## src/afe_cfg_defs.vh

```
`ifndef AFE_CFG_DEFS_VH
`define AFE_CFG_DEFS_VH

////////////////////////////////////////////////////////////////////////////////
// register addresses (4-bit serial address field)
`define ADDR_GAIN_RED       4'h0
`define ADDR_GAIN_GREEN     4'h1
`define ADDR_GAIN_BLUE      4'h2
`define ADDR_OFFSET_RED     4'h3
`define ADDR_OFFSET_GREEN   4'h4
`define ADDR_OFFSET_BLUE    4'h5
`define ADDR_MODE_FIRST     4'h6
`define ADDR_RESET_CTRL     4'hF

////////////////////////////////////////////////////////////////////////////////
// gain register fields
`define GAIN_CODE_MSB       9
`define GAIN_CODE_LSB       1
`define GAIN_RESET          9'h000

// offset register fields
`define COARSE_MSB          9
`define COARSE_LSB          8
`define FINE_MSB            7
`define FINE_LSB            0
`define OFFSET_RESET        10'h000

// first mode register fields
`define MUX_SEL_MSB         9
`define MUX_SEL_LSB         7
`define GAIN_SPAN_BIT       6
`define LINE_CLAMP_BIT      5
`define IMAGER_TYPE_BIT     4
`define NIBBLE_MODE_BIT     3
`define CLAMP_REF_MSB       2
`define CLAMP_REF_LSB       0
`define MODE_FIRST_RESET    10'h00E

// reset/control register
`define SOFT_RESET_BIT      9

////////////////////////////////////////////////////////////////////////////////
// channel mux codes
`define MUX_RGB             3'h0
`define MUX_RED             3'h1
`define MUX_GREEN           3'h2
`define MUX_BLUE            3'h3
`define MUX_RG              3'h4
`define MUX_GR              3'h5
`define MUX_GB              3'h6
`define MUX_BR              3'h7

// channel indices
`define CH_RED              2'h0
`define CH_GREEN            2'h1
`define CH_BLUE             2'h2

// clamp/reference codes and levels in mV
`define REF_HIGH_Z          3'h0
`define REF_SUPPLY          3'h7
`define REF_MV_0V           12'h000
`define REF_MV_1V25         12'h4E2
`define REF_MV_2V0          12'h7D0
`define REF_MV_2V6          12'hA28
`define REF_MV_2V8          12'hAF0
`define REF_MV_3V0          12'hBB8

// serial frame: 4 address bits then 10 data bits, msb first
`define FRAME_BITS          4'hE
`define DATA_BITS           10

`endif

```

## src/serial_word_receiver.v

```verilog
`timescale 1ns/100ps
`include "afe_cfg_defs.vh"

module serial_word_receiver (
  input  wire        clk,
  input  wire        reset_n,
  input  wire        serial_clock,
  input  wire        serial_data,
  input  wire        serial_load_n,
  output reg         word_valid,
  output reg  [3:0]  word_addr,
  output reg  [9:0]  word_data,
  output reg         frame_error
);

  reg        sclk_prev_reg;
  reg        load_n_prev_reg;
  reg [13:0] shift_reg;
  reg [3:0]  count_reg;

  wire sclk_rise = serial_clock & ~sclk_prev_reg;
  wire load_rise = serial_load_n & ~load_n_prev_reg;
  wire load_fall = ~serial_load_n & load_n_prev_reg;

  //////////////////////////////////////////////////////////////////////////////
  always @(posedge clk) begin
    if (!reset_n) begin
      sclk_prev_reg   <= 1'b0;
      load_n_prev_reg <= 1'b1;
      shift_reg       <= 14'h0000;
      count_reg       <= 4'h0;
      word_valid      <= 1'b0;
      word_addr       <= 4'h0;
      word_data       <= 10'h000;
      frame_error     <= 1'b0;
    end else begin
      sclk_prev_reg   <= serial_clock;
      load_n_prev_reg <= serial_load_n;
      word_valid      <= 1'b0;
      frame_error     <= 1'b0;
      if (load_fall) begin
        count_reg <= 4'h0;
      end else if (!serial_load_n && sclk_rise) begin
        shift_reg <= {shift_reg[12:0], serial_data};
        // saturate so over-long frames stay detectable
        if (count_reg != 4'hF) begin
          count_reg <= count_reg + 4'h1;
        end
      end
      if (load_rise) begin
        if (count_reg == `FRAME_BITS) begin
          word_valid <= 1'b1;
          word_addr  <= shift_reg[13:10];
          word_data  <= shift_reg[9:0];
        end else begin
          frame_error <= 1'b1;
        end
      end
    end
  end

endmodule // serial_word_receiver

```

## src/mode_field_decode.v

```verilog
`timescale 1ns/100ps
`include "afe_cfg_defs.vh"

module mode_field_decode (
  input  wire [2:0]  channel_mux_select,
  input  wire [2:0]  clamp_ref_select,
  output reg  [2:0]  channel_active,
  output reg  [1:0]  channel_count,
  output reg  [1:0]  first_channel,
  output reg  [1:0]  second_channel,
  output reg         ref_drive_enable,
  output reg         ref_is_supply,
  output reg  [11:0] ref_level_mv
);

  //////////////////////////////////////////////////////////////////////////////
  // mux mode: active channels and conversion order
  always @* begin
    channel_active = 3'b111;
    channel_count  = 2'h3;
    first_channel  = `CH_RED;
    second_channel = `CH_GREEN;
    case (channel_mux_select)
      `MUX_RGB: begin
        channel_active = 3'b111;
        channel_count  = 2'h3;
      end
      `MUX_RED: begin
        channel_active = 3'b001;
        channel_count  = 2'h1;
        first_channel  = `CH_RED;
        second_channel = `CH_RED;
      end
      `MUX_GREEN: begin
        channel_active = 3'b010;
        channel_count  = 2'h1;
        first_channel  = `CH_GREEN;
        second_channel = `CH_GREEN;
      end
      `MUX_BLUE: begin
        channel_active = 3'b100;
        channel_count  = 2'h1;
        first_channel  = `CH_BLUE;
        second_channel = `CH_BLUE;
      end
      `MUX_RG: begin
        channel_active = 3'b011;
        channel_count  = 2'h2;
        first_channel  = `CH_RED;
        second_channel = `CH_GREEN;
      end
      `MUX_GR: begin
        channel_active = 3'b011;
        channel_count  = 2'h2;
        first_channel  = `CH_GREEN;
        second_channel = `CH_RED;
      end
      `MUX_GB: begin
        channel_active = 3'b110;
        channel_count  = 2'h2;
        first_channel  = `CH_GREEN;
        second_channel = `CH_BLUE;
      end
      default: begin
        channel_active = 3'b101;
        channel_count  = 2'h2;
        first_channel  = `CH_BLUE;
        second_channel = `CH_RED;
      end
    endcase
  end

  //////////////////////////////////////////////////////////////////////////////
  // clamp/reference level
  always @* begin
    ref_drive_enable = 1'b1;
    ref_is_supply    = 1'b0;
    ref_level_mv     = `REF_MV_0V;
    case (clamp_ref_select)
      `REF_HIGH_Z: ref_drive_enable = 1'b0;
      3'h1:        ref_level_mv     = `REF_MV_0V;
      3'h2:        ref_level_mv     = `REF_MV_1V25;
      3'h3:        ref_level_mv     = `REF_MV_2V0;
      3'h4:        ref_level_mv     = `REF_MV_2V6;
      3'h5:        ref_level_mv     = `REF_MV_2V8;
      3'h6:        ref_level_mv     = `REF_MV_3V0;
      default:     ref_is_supply    = 1'b1;
    endcase
  end

endmodule // mode_field_decode

```

## src/afe_gain_offset_mode_config.v

```verilog
// Function
// - gain span bit picks 1x-5x when zero, 1.5x-7.5x when one.
// - gain registers use bits 9:1 as binary code; bit 0 ignored.
// - three independent offset registers, one per colour channel.
// - offset bits 9:8 are coarse code, -100 to +200 mV in 100 mV.
// - offset bits 7:0 are fine code, -180 to +180 mV in 1.4 mV.
// - positive offset codes correct in the usual imager offset direction.
// - three-bit mux select chooses one of eight channel modes.
// - line clamp enable gates clamping with line clamp strobe; off at reset.
// - imager type bit selects CCD when zero (default), CIS when one.
// - output width bit: zero 8-bit, one 4-bit; defaults to 4-bit.
// - clamp/reference code sets common reference voltage; 3.0 V default.
// - high-Z clamp/reference code stops driving the common reference input.
`timescale 1ns/100ps
`include "afe_cfg_defs.vh"

module afe_gain_offset_mode_config #(
  parameter GAIN_BITS   = 9,
  parameter COARSE_BITS = 2,
  parameter FINE_BITS   = 8
) (
  input  wire                   clk,
  input  wire                   reset_n,
  input  wire                   serial_clock,
  input  wire                   serial_data,
  input  wire                   serial_load_n,
  input  wire                   line_clamp_strobe,
  output wire [GAIN_BITS-1:0]   gain_code_red,
  output wire [GAIN_BITS-1:0]   gain_code_green,
  output wire [GAIN_BITS-1:0]   gain_code_blue,
  output wire [COARSE_BITS-1:0] coarse_offset_code_red,
  output wire [COARSE_BITS-1:0] coarse_offset_code_green,
  output wire [COARSE_BITS-1:0] coarse_offset_code_blue,
  output wire [FINE_BITS-1:0]   fine_offset_code_red,
  output wire [FINE_BITS-1:0]   fine_offset_code_green,
  output wire [FINE_BITS-1:0]   fine_offset_code_blue,
  output wire [2:0]             channel_mux_select,
  output wire                   gain_span_select,
  output wire                   line_clamp_gate_enable,
  output wire                   imager_type_select,
  output wire                   nibble_output_mode,
  output wire [2:0]             clamp_ref_select,
  output reg  [2:0]             channel_active,
  output reg  [1:0]             channel_count,
  output reg  [1:0]             first_channel,
  output reg  [1:0]             second_channel,
  output reg                    line_clamp_active,
  output reg                    common_ref_drive_enable,
  output reg                    common_ref_is_supply,
  output reg  [11:0]            common_ref_level_mv,
  output reg  [3:0]             output_bus_width,
  output reg                    write_accepted,
  output reg                    write_rejected
);

  localparam OFFSET_BITS = COARSE_BITS + FINE_BITS;

  ////////////////////////////////////////////////////////////////////////////
  // serial port front end

  wire        word_valid;
  wire [3:0]  word_addr;
  wire [9:0]  word_data;
  wire        frame_error;

  serial_word_receiver u_rx (
    .clk           (clk),
    .reset_n       (reset_n),
    .serial_clock  (serial_clock),
    .serial_data   (serial_data),
    .serial_load_n (serial_load_n),
    .word_valid    (word_valid),
    .word_addr     (word_addr),
    .word_data     (word_data),
    .frame_error   (frame_error)
  );

  ////////////////////////////////////////////////////////////////////////////
  // address decode

  wire soft_reset = word_valid && (word_addr == `ADDR_RESET_CTRL) &&
                    word_data[`SOFT_RESET_BIT];
  wire mode_write = word_valid && (word_addr == `ADDR_MODE_FIRST);
  wire mapped     = (word_addr <= `ADDR_MODE_FIRST) ||
                    (word_addr == `ADDR_RESET_CTRL);

  ////////////////////////////////////////////////////////////////////////////
  // per-channel gain and offset storage

  reg  [GAIN_BITS-1:0]   gain_reg   [0:2];
  reg  [OFFSET_BITS-1:0] offset_reg [0:2];

  genvar ch;
  generate
    for (ch = 0; ch < 3; ch = ch + 1) begin : g_chan
      wire [3:0] gain_addr   = `ADDR_GAIN_RED + ch[3:0];
      wire [3:0] offset_addr = `ADDR_OFFSET_RED + ch[3:0];

      always @(posedge clk) begin
        if (!reset_n || soft_reset) begin
          gain_reg[ch]   <= `GAIN_RESET;
          offset_reg[ch] <= `OFFSET_RESET;
        end else begin
          // only the addressed channel changes
          if (word_valid && word_addr == gain_addr) begin
            gain_reg[ch] <= word_data[`GAIN_CODE_MSB:`GAIN_CODE_LSB];
          end
          if (word_valid && word_addr == offset_addr) begin
            offset_reg[ch] <= word_data;
          end
        end
      end
    end
  endgenerate

  // straight binary gain code; span chosen by the mode field
  assign gain_code_red   = gain_reg[0];
  assign gain_code_green = gain_reg[1];
  assign gain_code_blue  = gain_reg[2];

  // coarse code in the top two bits
  assign coarse_offset_code_red   = offset_reg[0][`COARSE_MSB:`COARSE_LSB];
  assign coarse_offset_code_green = offset_reg[1][`COARSE_MSB:`COARSE_LSB];
  assign coarse_offset_code_blue  = offset_reg[2][`COARSE_MSB:`COARSE_LSB];

  // fine code passed unaltered; positive sign means usual imager direction
  assign fine_offset_code_red   = offset_reg[0][`FINE_MSB:`FINE_LSB];
  assign fine_offset_code_green = offset_reg[1][`FINE_MSB:`FINE_LSB];
  assign fine_offset_code_blue  = offset_reg[2][`FINE_MSB:`FINE_LSB];

  ////////////////////////////////////////////////////////////////////////////
  // first mode register

  reg [9:0] mode_reg;

  always @(posedge clk) begin
    if (!reset_n || soft_reset) begin
      mode_reg <= `MODE_FIRST_RESET;
    end else if (mode_write) begin
      mode_reg <= word_data;
    end
  end

  assign channel_mux_select     = mode_reg[`MUX_SEL_MSB:`MUX_SEL_LSB];
  assign gain_span_select       = mode_reg[`GAIN_SPAN_BIT];
  assign line_clamp_gate_enable = mode_reg[`LINE_CLAMP_BIT];
  assign imager_type_select     = mode_reg[`IMAGER_TYPE_BIT];
  assign nibble_output_mode     = mode_reg[`NIBBLE_MODE_BIT];
  assign clamp_ref_select       = mode_reg[`CLAMP_REF_MSB:`CLAMP_REF_LSB];

  ////////////////////////////////////////////////////////////////////////////
  // decoded mode controls

  wire [2:0]  dec_active;
  wire [1:0]  dec_count;
  wire [1:0]  dec_first;
  wire [1:0]  dec_second;
  wire        dec_drive;
  wire        dec_supply;
  wire [11:0] dec_level;

  mode_field_decode u_dec (
    .channel_mux_select (mode_reg[`MUX_SEL_MSB:`MUX_SEL_LSB]),
    .clamp_ref_select   (mode_reg[`CLAMP_REF_MSB:`CLAMP_REF_LSB]),
    .channel_active     (dec_active),
    .channel_count      (dec_count),
    .first_channel      (dec_first),
    .second_channel     (dec_second),
    .ref_drive_enable   (dec_drive),
    .ref_is_supply      (dec_supply),
    .ref_level_mv       (dec_level)
  );

  always @(posedge clk) begin
    if (!reset_n) begin
      channel_active          <= 3'b111;
      channel_count           <= 2'h3;
      first_channel           <= `CH_RED;
      second_channel          <= `CH_GREEN;
      line_clamp_active       <= 1'b0;
      common_ref_drive_enable <= 1'b1;
      common_ref_is_supply    <= 1'b0;
      common_ref_level_mv     <= `REF_MV_3V0;
      output_bus_width        <= 4'h4;
    end else begin
      channel_active          <= dec_active;
      channel_count           <= dec_count;
      first_channel           <= dec_first;
      second_channel          <= dec_second;
      // clamp only when enabled and the strobe is asserted
      line_clamp_active       <= mode_reg[`LINE_CLAMP_BIT] & line_clamp_strobe;
      common_ref_drive_enable <= dec_drive;
      common_ref_is_supply    <= dec_supply;
      common_ref_level_mv     <= dec_level;
      output_bus_width        <= mode_reg[`NIBBLE_MODE_BIT] ? 4'h4 : 4'h8;
    end
  end

  ////////////////////////////////////////////////////////////////////////////
  // write status pulses

  always @(posedge clk) begin
    if (!reset_n) begin
      write_accepted <= 1'b0;
      write_rejected <= 1'b0;
    end else begin
      write_accepted <= word_valid && mapped;
      // unmapped address or malformed frame
      write_rejected <= frame_error || (word_valid && !mapped);
    end
  end

endmodule // afe_gain_offset_mode_config

```

## config.mk

```make
export PLATFORM = sky130hd
export DESIGN_NAME = afe_gain_offset_mode_config
export DESIGN_NICKNAME = d
export VERILOG_FILES = /design/src/serial_word_receiver.v /design/src/mode_field_decode.v /design/src/afe_gain_offset_mode_config.v
export VERILOG_INCLUDE_DIRS = /design/src /design/src/src
export SDC_FILE = /design/constraint.sdc
export NUM_CORES = 1
export LEC_CHECK = 0
export ABC_AREA = 1
export BUFFER_PORTS_ARGS = -buffer_cell sky130_fd_sc_hd__buf_2
export CAP_MARGIN = 30
export CELL_PAD_IN_SITES_DETAIL_PLACEMENT = 2
export CELL_PAD_IN_SITES_GLOBAL_PLACEMENT = 2
export CORE_MARGIN = 8
export CORE_UTILIZATION = 30
export DETAILED_ROUTE_END_ITERATION = 16
export HOLD_SLACK_MARGIN = 0.1
export PLACE_DENSITY_LB_ADDON = 0.1
export SLEW_MARGIN = 20
export SYNTH_ARGS = -nofsm -noshare
export SYNTH_HDL_FRONTEND = slang
export SYNTH_SLANG_ARGS = --single-unit
export TNS_END_PERCENT = 50
```

## constraint.sdc

```tcl
create_clock -name clk -period 2 [get_ports clk]
set_clock_uncertainty 0.15 [all_clocks]
set_input_delay 0.1 -clock clk [delete_from_list [all_inputs] [get_ports clk]]
set_output_delay 0.1 -clock clk [all_outputs]
set_load 0.005 [all_outputs]
```

==> results.ini <==
[synthesis]
synthCells = 464
synth_top_area_share = 0.365
synth_edf_count = 57
syn-cell-area_um2 = 4700
ys.flop_type = dfxtp_1
synth_common_cells = nor2_1 (103), dfxtp_1 (72), nand2_1 (71)
yosys.cell_types.count = 29
ys_top_cells_by_area = edfxtp_1 (36%), dfxtp_1 (31%), nor2_1 (8.2%), nand2_1 (5.7%), a21oi_1 (3.1%)
synth_most_common_cell = nor2_1
ys_seq_area_frac = 0.671
synth_seq_cells = 129
syn_area_per_cell_um2 = 10.1
synthArstFlopShare = 0
synth_top_cell_by_area = edfxtp_1
ys_warn_count = 0

[place]
io_buffer_count = 98
dp_hpwl_mm = 10.2
gp_congestion = 0.748

[clock_network]
cts_buffers = 17
insertion_delay_ns = 0.42
cts_setup_buffers = 0
htreeDepth = 4
cts-root-buf = clkbuf_16
cts_tree = built
clockBufferDepth = 2
clock_sinks = 129
cts_resized = 0
holdBufCountCts = 7
clk_pin_slew_ns = 0.06

[power_and_ir_drop]
vdd_drop_max_uv = 559
internal_power_w = 0.00507
pwr-share-comb = 0.031
leakagePower_nw = 2.37
switching_share = 0.200
p_per_area_nw_per_um2 = 1030
p_switching_w = 0.00126
p_clk_frac = 0.522
p_seq_frac = 0.447

[route]
vias = 3621
drt_iter0_markers = 124
wl_per_cell_um = 17.3
postRouteAntennaNets = 0
drc = 0
via_per_inst = 4.47
routed_wl_mm = 14.0
dr.pass1.iters = 4

[timing]
hold_viol = 0
period_minus_slack_ns = 1.82
fmax_mhz = 549
setup_tns_ns = 0
rsz0062_at_grt = no
drv_slew = 0
fin_hold_ws_ns = 0.316
period_share = 0.911
setup_viol = 0

[grt]
grt_util_all_layers = 0.149
grt_use_met1 = 0.171
grt_max_degree = 29
grt_pass1_vias = 4014
busiest_layer = met2
grt_util_met3 = 0.0500
antenna_found_initial = 0
grt_pass1_wl_mm = 22.7
grt_use_met2 = 0.252
grt_overflow = 0

[finish]
syn2layout_area_growth_pct = 31.0
diodes = 0
nFillCells = 1638
largest_reg_flops = 30
drive_gt1_frac = 0.262
final_nets = 595

[floorplan]
row_count = 45
coreArea_um2 = 15300
fp.dieH_um = 141
io_pins = 103
fp.dieArea_um2 = 19900
dieWidth_um = 141
start_util = 0.308

[status]
status = finished, final reports clean

[min_path]
hold_path.class = reg -> reg

[setup_path]
startpoint_type = register
crit_type = reg -> reg
cp-end-kind = register
crit_required_ns = 2.03
worstPathArrival_ns = 1.85
crit_fanout = 13

[job]
cap_violations = 0

==> cells in the final DEF, fill, tap and decap left out, types with 2 or more instances in the layout <==
cell type,netlist,final
ha_1,2,2
nor2_2,3,3
dlygate4sd3_1,0,7
a21oi_1,29,29
dfxtp_1,72,72
or2_2,2,2
edfxtp_1,57,57
buf_4,7,16
clkinv_2,0,3
nand2_2,5,5
nand2_1,71,71
bufinv_16,0,5
nand3_2,3,3
nand3_1,9,9
o21ai_0,27,27
nand4_1,17,17
clkinv_1,1,4
buf_2,6,98
inv_1,30,30
o211ai_1,4,4
nor2_1,103,103
clkbuf_16,0,17
conb_1,1,4
==> power groups by stage <==
| stage | combinational, W | clock (W) | sequential (W) |
|---|---|---|---|
| after floorplan | 0.0000774 | 0 | 0.00289 |
| after global placement | 0.000190 | 0 | 0.00288 |
| after detailed placement | 0.000195 | 0 | 0.00289 |
| after CTS | 0.000205 | 0.00337 | 0.00283 |
| after global routing | 0.000219 | 0.00347 | 0.00284 |
| final | 0.000199 | 0.00330 | 0.00283 |
==> stage by stage <==
stage | instance area [um2] | power [W] | utilization | instances | worst slack [ns]
after floorplan | 4710 | 0.00297 | - | 467 | 0.0712
after global placement | 5460 | 0.00307 | 0.358 | 772 | 0.315
after detailed placement | 5460 | 0.00308 | 0.358 | 772 | 0.219
after CTS | 6150 | 0.00641 | 0.403 | 810 | 0.187
after global routing | 6150 | 0.00652 | 0.403 | 810 | 0.106
final | 6150 | 0.00633 | 0.403 | 810 | 0.177
==> cells by family after synthesis <==
family	count (synthesis)	synth area share
other	1	0.000799
adders and majority gates	2	0.00533
AOI/OAI and AO/OA	64	0.0741
xor gates and xnor gates	1	0.00187
buffers and inverters	52	0.0520
and+or+nand+nor	215	0.195
DFF	129	0.671
==> path summary, 6_finish.rpt <==
| check | slack (ns) | endpoint | start | cells after the start |
|---|---|---|---|---|
| worst min-delay path | 0.32 | u_rx.shift_reg[13]$_SDFFE_PN0P_ | u_rx.shift_reg[13]$_SDFFE_PN0P_ | 2 |
| worst min register to register | 0.32 | u_rx.shift_reg[13]$_SDFFE_PN0P_ | u_rx.shift_reg[13]$_SDFFE_PN0P_ | 2 |
| worst max-delay path | 0.18 | gain_reg[0][8]$_SDFFCE_PN0P_ | u_rx.word_addr[1]$_SDFFE_PN0P_ | 5 |
| worst max register to register | 0.18 | gain_reg[0][8]$_SDFFCE_PN0P_ | u_rx.word_addr[1]$_SDFFE_PN0P_ | 5 |
==> per-layer routing <==
| metal | wire length, um | vias to the layer above | share of wire |
|---|---|---|---|
| li1 | - | 1782 | - |
| met3 | 627 | 16 | 0.045 |
| met1 | 6140 | 1756 | 0.44 |
| met4 | 197 | 0 | 0.014 |
| met5 | 0 | - | 0 |
| met2 | 7040 | 67 | 0.50 |
==> worst max-delay path: stages, from the launching register on <==
cell and delay (ns):
dfxtp_1 0.33, nand2_1 0.15, nor2_2 0.09, a21oi_4 0.40, o21ai_0 0.23, buf_4 0.23
==> layout make-up <==
type	instances	area, um2	area share
inverters	32	120	0.0195
well taps	211	264	0.0429
multi-input cells	286	1310	0.213
repair buffers	121	681	0.111
clock buffers	18	429	0.0698
clock inverters	13	193	0.0313
flip-flops and latches	129	3150	0.513
Power figures use the tool's default switching activity.
